==> config.mk <==
export PLATFORM = sky130hd
export DESIGN_NAME = tcsirq_channel
export DESIGN_NICKNAME = d
export VERILOG_FILES = /design/src/hdl/tcsirq_pkg.sv /design/src/hdl/tcsirq_channel.sv /design/src/hdl/tcsirq_overrun_detect.sv /design/src/hdl/tcsirq_sticky_flags.sv
export SDC_FILE = /design/constraint.sdc
export NUM_CORES = 1
export LEC_CHECK = 0
export BUFFER_PORTS_ARGS = -buffer_cell sky130_fd_sc_hd__buf_2
export CORE_ASPECT_RATIO = 2
export CORE_MARGIN = 2
export CORE_UTILIZATION = 45
export DETAILED_ROUTE_END_ITERATION = 7
export HOLD_SLACK_MARGIN = 0.15
export PLACE_DENSITY = 0.91
export SYNTH_ARGS = -nofsm -noshare
export SYNTH_HDL_FRONTEND = slang
export SYNTH_SLANG_ARGS = --single-unit
==> constraint.sdc <==
create_clock -name clk_in -period 3.7 [get_ports clk_in]
set_clock_uncertainty 0.15 [all_clocks]
set_input_delay 0.185 -clock clk_in [delete_from_list [all_inputs] [get_ports clk_in]]
set_output_delay 0.185 -clock clk_in [all_outputs]
set_load 0.02 [all_outputs]
==> src/hdl/tcsirq_pkg.sv <==
package tcsirq_pkg;
  localparam int          TCSIRQ_NUM_SRC       = 8;
  localparam int          TCSIRQ_ADDR_W        = 8;
  localparam int          TCSIRQ_DATA_W        = 32;
  // Register byte offsets
  localparam logic [7:0]  TCSIRQ_OFF_STATUS    = 8'h00;
  localparam logic [7:0]  TCSIRQ_OFF_EN_SET    = 8'h04;
  localparam logic [7:0]  TCSIRQ_OFF_EN_CLEAR  = 8'h08;
  localparam logic [7:0]  TCSIRQ_OFF_MASK_VIEW = 8'h0c;
  // Bit positions: sources 0-7 shared by status, enable, disable and mask; 16-18 in status only
  localparam int          TCSIRQ_BIT_OVERFLOW  = 0;
  localparam int          TCSIRQ_BIT_OVERRUN   = 1;
  localparam int          TCSIRQ_BIT_CMP_A     = 2;
  localparam int          TCSIRQ_BIT_CMP_B     = 3;
  localparam int          TCSIRQ_BIT_CMP_C     = 4;
  localparam int          TCSIRQ_BIT_LOAD_A    = 5;
  localparam int          TCSIRQ_BIT_LOAD_B    = 6;
  localparam int          TCSIRQ_BIT_EXT_TRIG  = 7;
  localparam int          TCSIRQ_BIT_CLK_ON    = 16;
  localparam int          TCSIRQ_BIT_LINE_A    = 17;
  localparam int          TCSIRQ_BIT_LINE_B    = 18;
  // Sources that exist only in capture mode, and only in waveform mode
  localparam logic [7:0]  TCSIRQ_CAPTURE_ONLY  = 8'h62;
  localparam logic [7:0]  TCSIRQ_WAVE_ONLY     = 8'h0c;
  localparam logic [7:0]  TCSIRQ_FLAGS_RESET   = 8'h00;
  localparam logic [7:0]  TCSIRQ_MASK_RESET    = 8'h00;
  localparam logic [31:0] TCSIRQ_RDATA_RESET   = 32'h0000_0000;
endpackage

==> src/hdl/tcsirq_channel.sv <==
// Notes on behaviour
// - An external trigger sets a sticky flag that a status read clears.
// - A status bit shows whether the counter clock is on, and a read leaves it alone.
// - A status bit mirrors line A: pin level in capture mode, driven level in waveform mode.
// - A status bit mirrors line B: pin level in capture mode, driven level in waveform mode.
// - Writing ones to the enable register sets those mask bits; zeros change nothing.
// - Writing ones to the disable register clears those mask bits; zeros change nothing.
// - The mask view register reads back the current mask.
// - Disable bits for overrun and the two loads act only in capture mode.
// - Disable bits for compares A and B act only in waveform mode.
// - A counter overflow sets a sticky flag until the next status read.
// - In capture mode a second unread load of A or B sets the overrun flag.
// - A compare C match sets a sticky flag in either mode until the next status read.
//
// Local design decisions: strobed register access and the register addresses.
module tcsirq_channel
  import tcsirq_pkg::*;
(
  input  wire logic                     clk_in,
  input  wire logic                     rst_in,
  input  wire logic [TCSIRQ_ADDR_W-1:0] addr_in,
  input  wire logic [TCSIRQ_DATA_W-1:0] wdata_in,
  input  wire logic                     wr_in,
  input  wire logic                     rd_in,
  output logic      [TCSIRQ_DATA_W-1:0] rdata_out,
  input  wire logic                     wave_mode_in,
  input  wire logic                     overflow_evt_in,
  input  wire logic                     compare_a_evt_in,
  input  wire logic                     compare_b_evt_in,
  input  wire logic                     compare_c_evt_in,
  input  wire logic                     load_a_evt_in,
  input  wire logic                     load_b_evt_in,
  input  wire logic                     capture_a_read_in,
  input  wire logic                     capture_b_read_in,
  input  wire logic                     ext_trigger_evt_in,
  input  wire logic                     counter_clock_on_in,
  input  wire logic                     timer_line_a_pin_in,
  input  wire logic                     timer_line_a_drive_in,
  input  wire logic                     timer_line_b_pin_in,
  input  wire logic                     timer_line_b_drive_in,
  output logic                          irq_out
);
  logic [TCSIRQ_NUM_SRC-1:0] flags;
  logic [TCSIRQ_NUM_SRC-1:0] next_flags;
  logic [TCSIRQ_NUM_SRC-1:0] set_vec;
  logic [TCSIRQ_NUM_SRC-1:0] mask;
  logic [TCSIRQ_NUM_SRC-1:0] next_mask;
  logic [TCSIRQ_NUM_SRC-1:0] clear_allow;
  logic [TCSIRQ_DATA_W-1:0]  rdata;
  logic [TCSIRQ_DATA_W-1:0]  next_rdata;
  logic                      irq;
  logic                      next_irq;
  logic                      status_rd;
  logic                      overrun_evt;
  logic                      capture_mode;
  logic                      line_a_level;
  logic                      line_b_level;

  assign capture_mode = ~wave_mode_in;
  assign status_rd    = rd_in && (addr_in == TCSIRQ_OFF_STATUS);

  tcsirq_overrun_detect u_overrun (
    .clk_in          (clk_in),
    .rst_in          (rst_in),
    .capture_mode_in (capture_mode),
    .load_a_in       (load_a_evt_in),
    .load_b_in       (load_b_evt_in),
    .read_a_in       (capture_a_read_in),
    .read_b_in       (capture_b_read_in),
    .overrun_out     (overrun_evt)
  );

  // Event vector, gated by the mode in which each source exists
  always_comb begin
    set_vec                       = '0;
    set_vec[TCSIRQ_BIT_OVERFLOW]  = overflow_evt_in;
    set_vec[TCSIRQ_BIT_OVERRUN]   = overrun_evt;
    set_vec[TCSIRQ_BIT_CMP_A]     = compare_a_evt_in & wave_mode_in;
    set_vec[TCSIRQ_BIT_CMP_B]     = compare_b_evt_in & wave_mode_in;
    set_vec[TCSIRQ_BIT_CMP_C]     = compare_c_evt_in;
    set_vec[TCSIRQ_BIT_LOAD_A]    = load_a_evt_in & capture_mode;
    set_vec[TCSIRQ_BIT_LOAD_B]    = load_b_evt_in & capture_mode;
    set_vec[TCSIRQ_BIT_EXT_TRIG]  = ext_trigger_evt_in;
  end

  tcsirq_sticky_flags u_flags (
    .clk_in         (clk_in),
    .rst_in         (rst_in),
    .set_in         (set_vec),
    .clear_in       (status_rd),
    .flags_out      (flags),
    .next_flags_out (next_flags)
  );

  // Mirrors follow pin in capture mode, driven level in waveform mode
  assign line_a_level = wave_mode_in ? timer_line_a_drive_in : timer_line_a_pin_in;
  assign line_b_level = wave_mode_in ? timer_line_b_drive_in : timer_line_b_pin_in;

  // Mode-qualified disable
  always_comb begin
    clear_allow = ~(TCSIRQ_CAPTURE_ONLY | TCSIRQ_WAVE_ONLY);
    if (capture_mode) begin
      clear_allow = clear_allow | TCSIRQ_CAPTURE_ONLY;
    end else begin
      clear_allow = clear_allow | TCSIRQ_WAVE_ONLY;
    end
  end

  always_comb begin
    next_mask = mask;
    if (wr_in && (addr_in == TCSIRQ_OFF_EN_SET)) begin
      next_mask = mask | wdata_in[TCSIRQ_NUM_SRC-1:0];
    end else if (wr_in && (addr_in == TCSIRQ_OFF_EN_CLEAR)) begin
      next_mask = mask & ~(wdata_in[TCSIRQ_NUM_SRC-1:0] & clear_allow);
    end
  end

  // Read data; unmapped and write-only offsets read zero
  always_comb begin
    next_rdata = '0;
    if (rd_in) begin
      unique case (addr_in)
        TCSIRQ_OFF_STATUS: begin
          next_rdata[TCSIRQ_NUM_SRC-1:0] = flags;
          next_rdata[TCSIRQ_BIT_CLK_ON]  = counter_clock_on_in;
          next_rdata[TCSIRQ_BIT_LINE_A]  = line_a_level;
          next_rdata[TCSIRQ_BIT_LINE_B]  = line_b_level;
        end
        TCSIRQ_OFF_MASK_VIEW: begin
          next_rdata[TCSIRQ_NUM_SRC-1:0] = mask;
        end
        default: begin
          next_rdata = '0;
        end
      endcase
    end
  end

  // Registered so the output tracks the flags and mask in the same cycle
  always_comb begin
    next_irq = |(next_flags & next_mask);
  end

  always_ff @(posedge clk_in) begin
    if (rst_in) begin
      mask  <= TCSIRQ_MASK_RESET;
      rdata <= TCSIRQ_RDATA_RESET;
      irq   <= 1'b0;
    end else begin
      mask  <= next_mask;
      rdata <= next_rdata;
      irq   <= next_irq;
    end
  end

  assign rdata_out = rdata;
  assign irq_out   = irq;
endmodule

==> src/hdl/tcsirq_overrun_detect.sv <==
module tcsirq_overrun_detect
  import tcsirq_pkg::*;
(
  input  wire logic clk_in,
  input  wire logic rst_in,
  input  wire logic capture_mode_in,
  input  wire logic load_a_in,
  input  wire logic load_b_in,
  input  wire logic read_a_in,
  input  wire logic read_b_in,
  output logic      overrun_out
);
  logic pend_a;
  logic pend_b;
  logic next_pend_a;
  logic next_pend_b;

  // Pending: loaded and not yet read back
  always_comb begin
    next_pend_a = pend_a;
    next_pend_b = pend_b;
    if (!capture_mode_in) begin
      next_pend_a = 1'b0;
      next_pend_b = 1'b0;
    end else begin
      if (read_a_in) begin
        next_pend_a = 1'b0;
      end
      if (read_b_in) begin
        next_pend_b = 1'b0;
      end
      if (load_a_in) begin
        next_pend_a = 1'b1;
      end
      if (load_b_in) begin
        next_pend_b = 1'b1;
      end
    end
    // A load on top of an unread earlier load
    overrun_out = capture_mode_in &
                  ((load_a_in & pend_a & ~read_a_in) |
                   (load_b_in & pend_b & ~read_b_in));
  end

  always_ff @(posedge clk_in) begin
    if (rst_in) begin
      pend_a <= 1'b0;
      pend_b <= 1'b0;
    end else begin
      pend_a <= next_pend_a;
      pend_b <= next_pend_b;
    end
  end
endmodule

==> src/hdl/tcsirq_sticky_flags.sv <==
module tcsirq_sticky_flags
  import tcsirq_pkg::*;
(
  input  wire logic                      clk_in,
  input  wire logic                      rst_in,
  input  wire logic [TCSIRQ_NUM_SRC-1:0] set_in,
  input  wire logic                      clear_in,
  output logic      [TCSIRQ_NUM_SRC-1:0] flags_out,
  output logic      [TCSIRQ_NUM_SRC-1:0] next_flags_out
);
  logic [TCSIRQ_NUM_SRC-1:0] flags;
  logic [TCSIRQ_NUM_SRC-1:0] next_flags;

  // Set beats the read-clear in the same cycle
  for (genvar i = 0; i < TCSIRQ_NUM_SRC; i++) begin : g_flag
    always_comb begin
      next_flags[i] = set_in[i] | (flags[i] & ~clear_in);
    end
  end

  always_ff @(posedge clk_in) begin
    if (rst_in) begin
      flags <= TCSIRQ_FLAGS_RESET;
    end else begin
      flags <= next_flags;
    end
  end

  assign flags_out      = flags;
  assign next_flags_out = next_flags;
endmodule

Word level (Yosys, flattened, before mapping) --
Index checks and enable logic that the tools add are counted.
Word-level totals: bits in registers 51, bits of input ports 59, logic and storage cells 68, output and inout bits 33
Operators by class: eq/ne operators 3, bitwise operators 37, mux-type cells 10, reduce and logical (&&, ||, !) cells 10
Operators by type and width (count):
- $and 8x8->8 | 3
- $and 1x1->1 | 17
- $eq 8x4->1 const B | 2
- $mux 8 | 2
- $pmux 8 s2 | 1
- $or 1x1->1 | 9
- $eq 8x3->1 const B | 1
- $logic_not 8->1 | 1
- $not 8->8 | 1
- $or 8x8->8 | 1
- $reduce_or 8->1 | 1
- $mux 7 | 1
- $mux 1 | 6
- $not 1->1 | 6
- $reduce_bool 2->1 | 2
- $reduce_or 2->1 | 2
- $logic_and 1x1->1 | 3
- $reduce_or 3->1 | 1

Depth between registers and ports, before layout --
depth after elaboration 8, gate-level depth with buffers 6, mapped depth without buffers 5

By module --
Synthesis repeated with hierarchy kept, for this count alone.
Second synthesis, totals: cells, all modules 190, area total of the unflattened synthesis 1601.5 um^2
By module, submodules not included:
- tcsirq_channel | area each 1191.1 um^2, cells each 137, times used 1, sequential area each 400.4 um^2
- tcsirq_sticky_flags | area each 320.3 um^2, cells each 41, times used 1, sequential area each 160.2 um^2
- tcsirq_overrun_detect | area each 90.1 um^2, cells each 12, times used 1, sequential area each 40.0 um^2

Worst setup path after synthesis --
OpenSTA, ideal clock, no wires.
path kind input to register, start point input port addr_in[5], end point register irq, in the netlist irq_out, path buffers 1, stages on the path 6, arrival time 1.569 ns, required time 3.413 ns, slack 1.844 ns, library setup time 0.137 ns, cell sequence or4_4 -> buf_6 -> o31a_2 -> nor3_2 -> o22a_2 -> a41oi_2
Between the ends: cells in the longest elaborated chain, start to end 7, elaborated cells on any way between the ends 27, classes of those cells eq/ne: 2; mux: 2; bitwise: 18; reduce/logical: 5
Ends and longest elaborated chain:
- from (decl) | line tcsirq_channel.sv:21 | input wire logic [TCSIRQ_ADDR_W-1:0] addr_in,
- $logic_not 8->1 | line tcsirq_channel.sv:60 | assign status_rd = rd_in && (addr_in == TCSIRQ_OFF_STATUS);
- $logic_and 1x1->1 | line tcsirq_channel.sv:60
- $not 1->1 | line tcsirq_sticky_flags.sv:17 | next_flags[i] = set_in[i] | (flags[i] & ~clear_in);
- $and 1x1->1 | line tcsirq_sticky_flags.sv:17
- $or 1x1->1 | line tcsirq_sticky_flags.sv:17
- $and 8x8->8 (*) | line tcsirq_channel.sv:141 | next_irq = |(next_flags & next_mask);
- $reduce_or 8->1 (*) | line tcsirq_channel.sv:141
- to (signal assigned) | line tcsirq_channel.sv:152 | irq <= next_irq;
- to (decl) | line tcsirq_channel.sv:51 | logic irq;
Every way passes the cells marked *; elsewhere a longest branch is shown, timed or not. A chain may end at the register's enable or synchronous reset.

Worst setup path in the final report --
start point input port addr_in[3], end point register u_flags.flags[3], in the netlist u_flags.flags_out[3]
Between the ends: cells in the longest elaborated chain, start to end 5
Ends and longest elaborated chain:
- $logic_not 8->1 | line tcsirq_channel.sv:60
- $logic_and 1x1->1 | line tcsirq_channel.sv:60
- $not 1->1 | line tcsirq_sticky_flags.sv:17
- $and 1x1->1 | line tcsirq_sticky_flags.sv:17
- $or 1x1->1 | line tcsirq_sticky_flags.sv:17
- to (signal assigned) | line tcsirq_sticky_flags.sv:25 | flags <= next_flags;
- to (decl) | line tcsirq_sticky_flags.sv:11 | logic [TCSIRQ_NUM_SRC-1:0] flags;
No other way between the ends.

==> key figures <==
GRT
  • Met3 usage in global routing: 0.0559
  • GR Layer Usage met2: 0.380
  • Global route hottest layer: met2
  • Met1 Use GR: 0.211
  • GR Util All Layers: 0.215
  • Largest net degree at the start of global routing: 24
  • Number of global-route vias before repair: about 1300
  • First-pass GRT wire length: 5780 um
  • Total grt overflow: 0
  • Antenna violations before repair: 0

Floorplan
  • Die Wd: 44.4 um
  • Height of the die: ~85 um
  • Row count: 29
  • Num ports: 92
  • Die Footprint: approximately 3800 sq um
  • Core Area: approximately 3200 sq um
  • Initial core utilization: 0.465

Placement
  • GPL Wtd Cong: approximately 0.83
  • Port bufs: 46
  • Dpl hpwl: between 2000 and 2500 um

Worst setup path
  • Crit path kind: in2reg
  • CP arrival: 2330 ps
  • Worst r2r dst: u_overrun.pend_a
  • CP max FO: 9
  • R2r setup slk: 1850 ps
  • Critical R2R Launch: u_overrun.pend_a
  • Crit. End Element: flop
  • R2R depth: 4
  • Worst EP required: 3730 ps
  • Setup crit start kind: primary input

Timing
  • Hold_ws: 166 ps
  • RSZ-0062 raised after global routing: no
  • Final setup TNS: 0 ps
  • Max_slew headroom: 0.577
  • Fin. Hold Viols: 0
  • Period utilization: 0.622
  • Fmax: between 400 and 500 MHz
  • Worst-Margin Slew: 631 ps
  • Crit path time final: 2300 ps
  • Final setup fails: 0
  • Fin. max-slew vios: 0

Worst hold path
  • Hold Path Class: in2reg
  • Worst hold stages: 3
  • Min-delay src: wdata_in[5]
  • WHS Endpoint: mask[5]

Outcome
  • Status: finished, final reports clean

Synthesis
  • Asr flop ratio synth: 0
  • Synth area leaders: dfxtp_1 41%, buf_4 11%, a22o_1 6.0%
  • Leading area contributor after synthesis: dfxtp_1
  • Unique masters post-synth: 47
  • Post-synth EDFFs: 0
  • Synth Cell Area: around 1500 sq um
  • Ys Warns: 0
  • Seq/Total Area, Yosys: 0.409
  • Top cell type's share of synthesized area: 0.409
  • Mean post-synth cell area: 9.73 sq um
  • Dominant synthesized flop cell: dfxtp_1
  • Synth Register Bits: 30
  • Post-Syn Instances: 151

Layout
  • Commonest non-fill, non-tap cell in the layout: buf_2
  • Share of layout cells above drive strength 1: 0.302
  • Antenna diode count: 0
  • Most frequent cells in the layout: 46 x buf_2, 30 x dfxtp_1, 28 x dlygate4sd3_1, 21 x conb_1, 12 x nor2_1
  • Area Growth Syn to Fin: 35.8%
  • Nets: about 280

Clock network
  • CTS tree: done
  • Cts repair resizes: 0
  • Max clock buf depth: 2
  • Clock transition at path regs: 70 ps
  • Cts bufs inserted: 5
  • H-tree Lvls: 2
  • Num Clock Sinks: 30
  • Root Driver: clkbuf_8
  • Worst-Skew Late Latency: 290 ps

Pwr
  • Clock power frac: 0.392
  • Comb pwr share: 0.141
  • Sequential Power Share: 0.467
  • VDD IR max: 0.401 mV
  • Switch share: 0.268
  • Sw Pwr: roughly 190 uW
  • LEAKAGE: 0.920 nW
  • P per Cell Area: between 300 and 400 nW/um^2
  • Internal power: 523 uW

Route
  • TritonRoute pass-1 iters: 4
  • Vias: 1402
  • Average routed wire per standard cell: ~15 um
  • Vias per cell: 5.48
  • ANT nets after route: 0
  • Total Routed Length: 3770 um
  • 1st-iter DRT viols: 51
  • Drt drc: 0

Job
  • Total of max-cap violations: 0
-- flip-flops by register name, indices dropped and copies added (netlist names) --
signal,cells
u_overrun.pend_b,1
rdata_out,11
mask,8
irq_out,1
u_flags.flags_out,8
u_overrun.pend_a,1
-- cell type report --
cell class / count / area, sq um
clock buffers: 6 / 82.6
clock inverters: 2 / 12.5
fillers: 266 / 1160
inverters: 7 / 26.3
multi-input cells: 106 / 723
flip-flops and latches: 30 / 601
well taps: 31 / 38.8
repair buffers: 74 / 510
-- worst max-delay path by stage --
stage               startpoint              endpoint  cells past startpoint
floorplan           addr_in[5]               irq_out                      6
global placement    addr_in[5]               irq_out                      6
detailed placement  addr_in[5]               irq_out                      6
CTS                 addr_in[3]  u_flags.flags_out[3]                      7
global route        addr_in[3]  u_flags.flags_out[3]                      7
finish              addr_in[3]  u_flags.flags_out[3]                      7
-- through the flow --
step                      cell area (sq um)  setup WS, ps  utilization  total power, mW  cells
final                                  1990          1400        0.632            0.714    256
after detailed placement               1620          1390        0.513            0.416    220
after global routing                   1990          1300        0.632            0.738    256
after floorplan                        1540          1840            -            0.406    171
after global placement                 1620          1370        0.513            0.414    220
after CTS                              1990          1440        0.632            0.708    256
-- cells by family (layout without fill, tap and decap cells) --
kind of cell,count (synthesis),in the layout,synth area share
simple gates,45,45,0.206
compound gates,38,38,0.219
flops,30,30,0.409
mux,2,2,0.0136
other cells,1,21,0.00255
buf+inv,35,89,0.150
-- power groups by stage --
stage,sequential (mW),clock [mW],combinational (mW)
2_1_floorplan,0.340,0,0.0659
3_3_place_gp,0.340,0,0.0746
3_5_place_dp,0.340,0,0.0757
4_1_cts,0.333,0.277,0.0981
5_1_grt,0.334,0.297,0.108
6_report,0.334,0.280,0.100
-- timing repair --
action / in CTS / in global routing
endpoints found under the hold margin: 17 / 0
hold buffers: 28 / 0
setup buffers: 0 / 0
-- worst max-delay path, cell delays in order --
cell	delay (ps)
dlygate4sd3_1	530
buf_2	180
nor2_1	180
nand4_2	280
a22oi_1	330
nor2_1	80
dlygate4sd3_1	570
-- cell usage after synthesis (4+ instances only) --
cell type and instances:
a21oi_1 5, buf_4 21, nor2b_1 6, inv_1 7, a22o_1 10, dfxtp_1 30
nor2_1 12, nand4_1 4, clkbuf_1 4, nor3_1 4
-- layer usage --
layer / vias to the layer above / share of wire
met5: - / 0
met4: 0 / 0.028
met3: 7 / 0.081
met2: 83 / 0.55
met1: 652 / 0.34
li1: 660 / -
No activity file was read; power rests on OpenSTA's default activity.
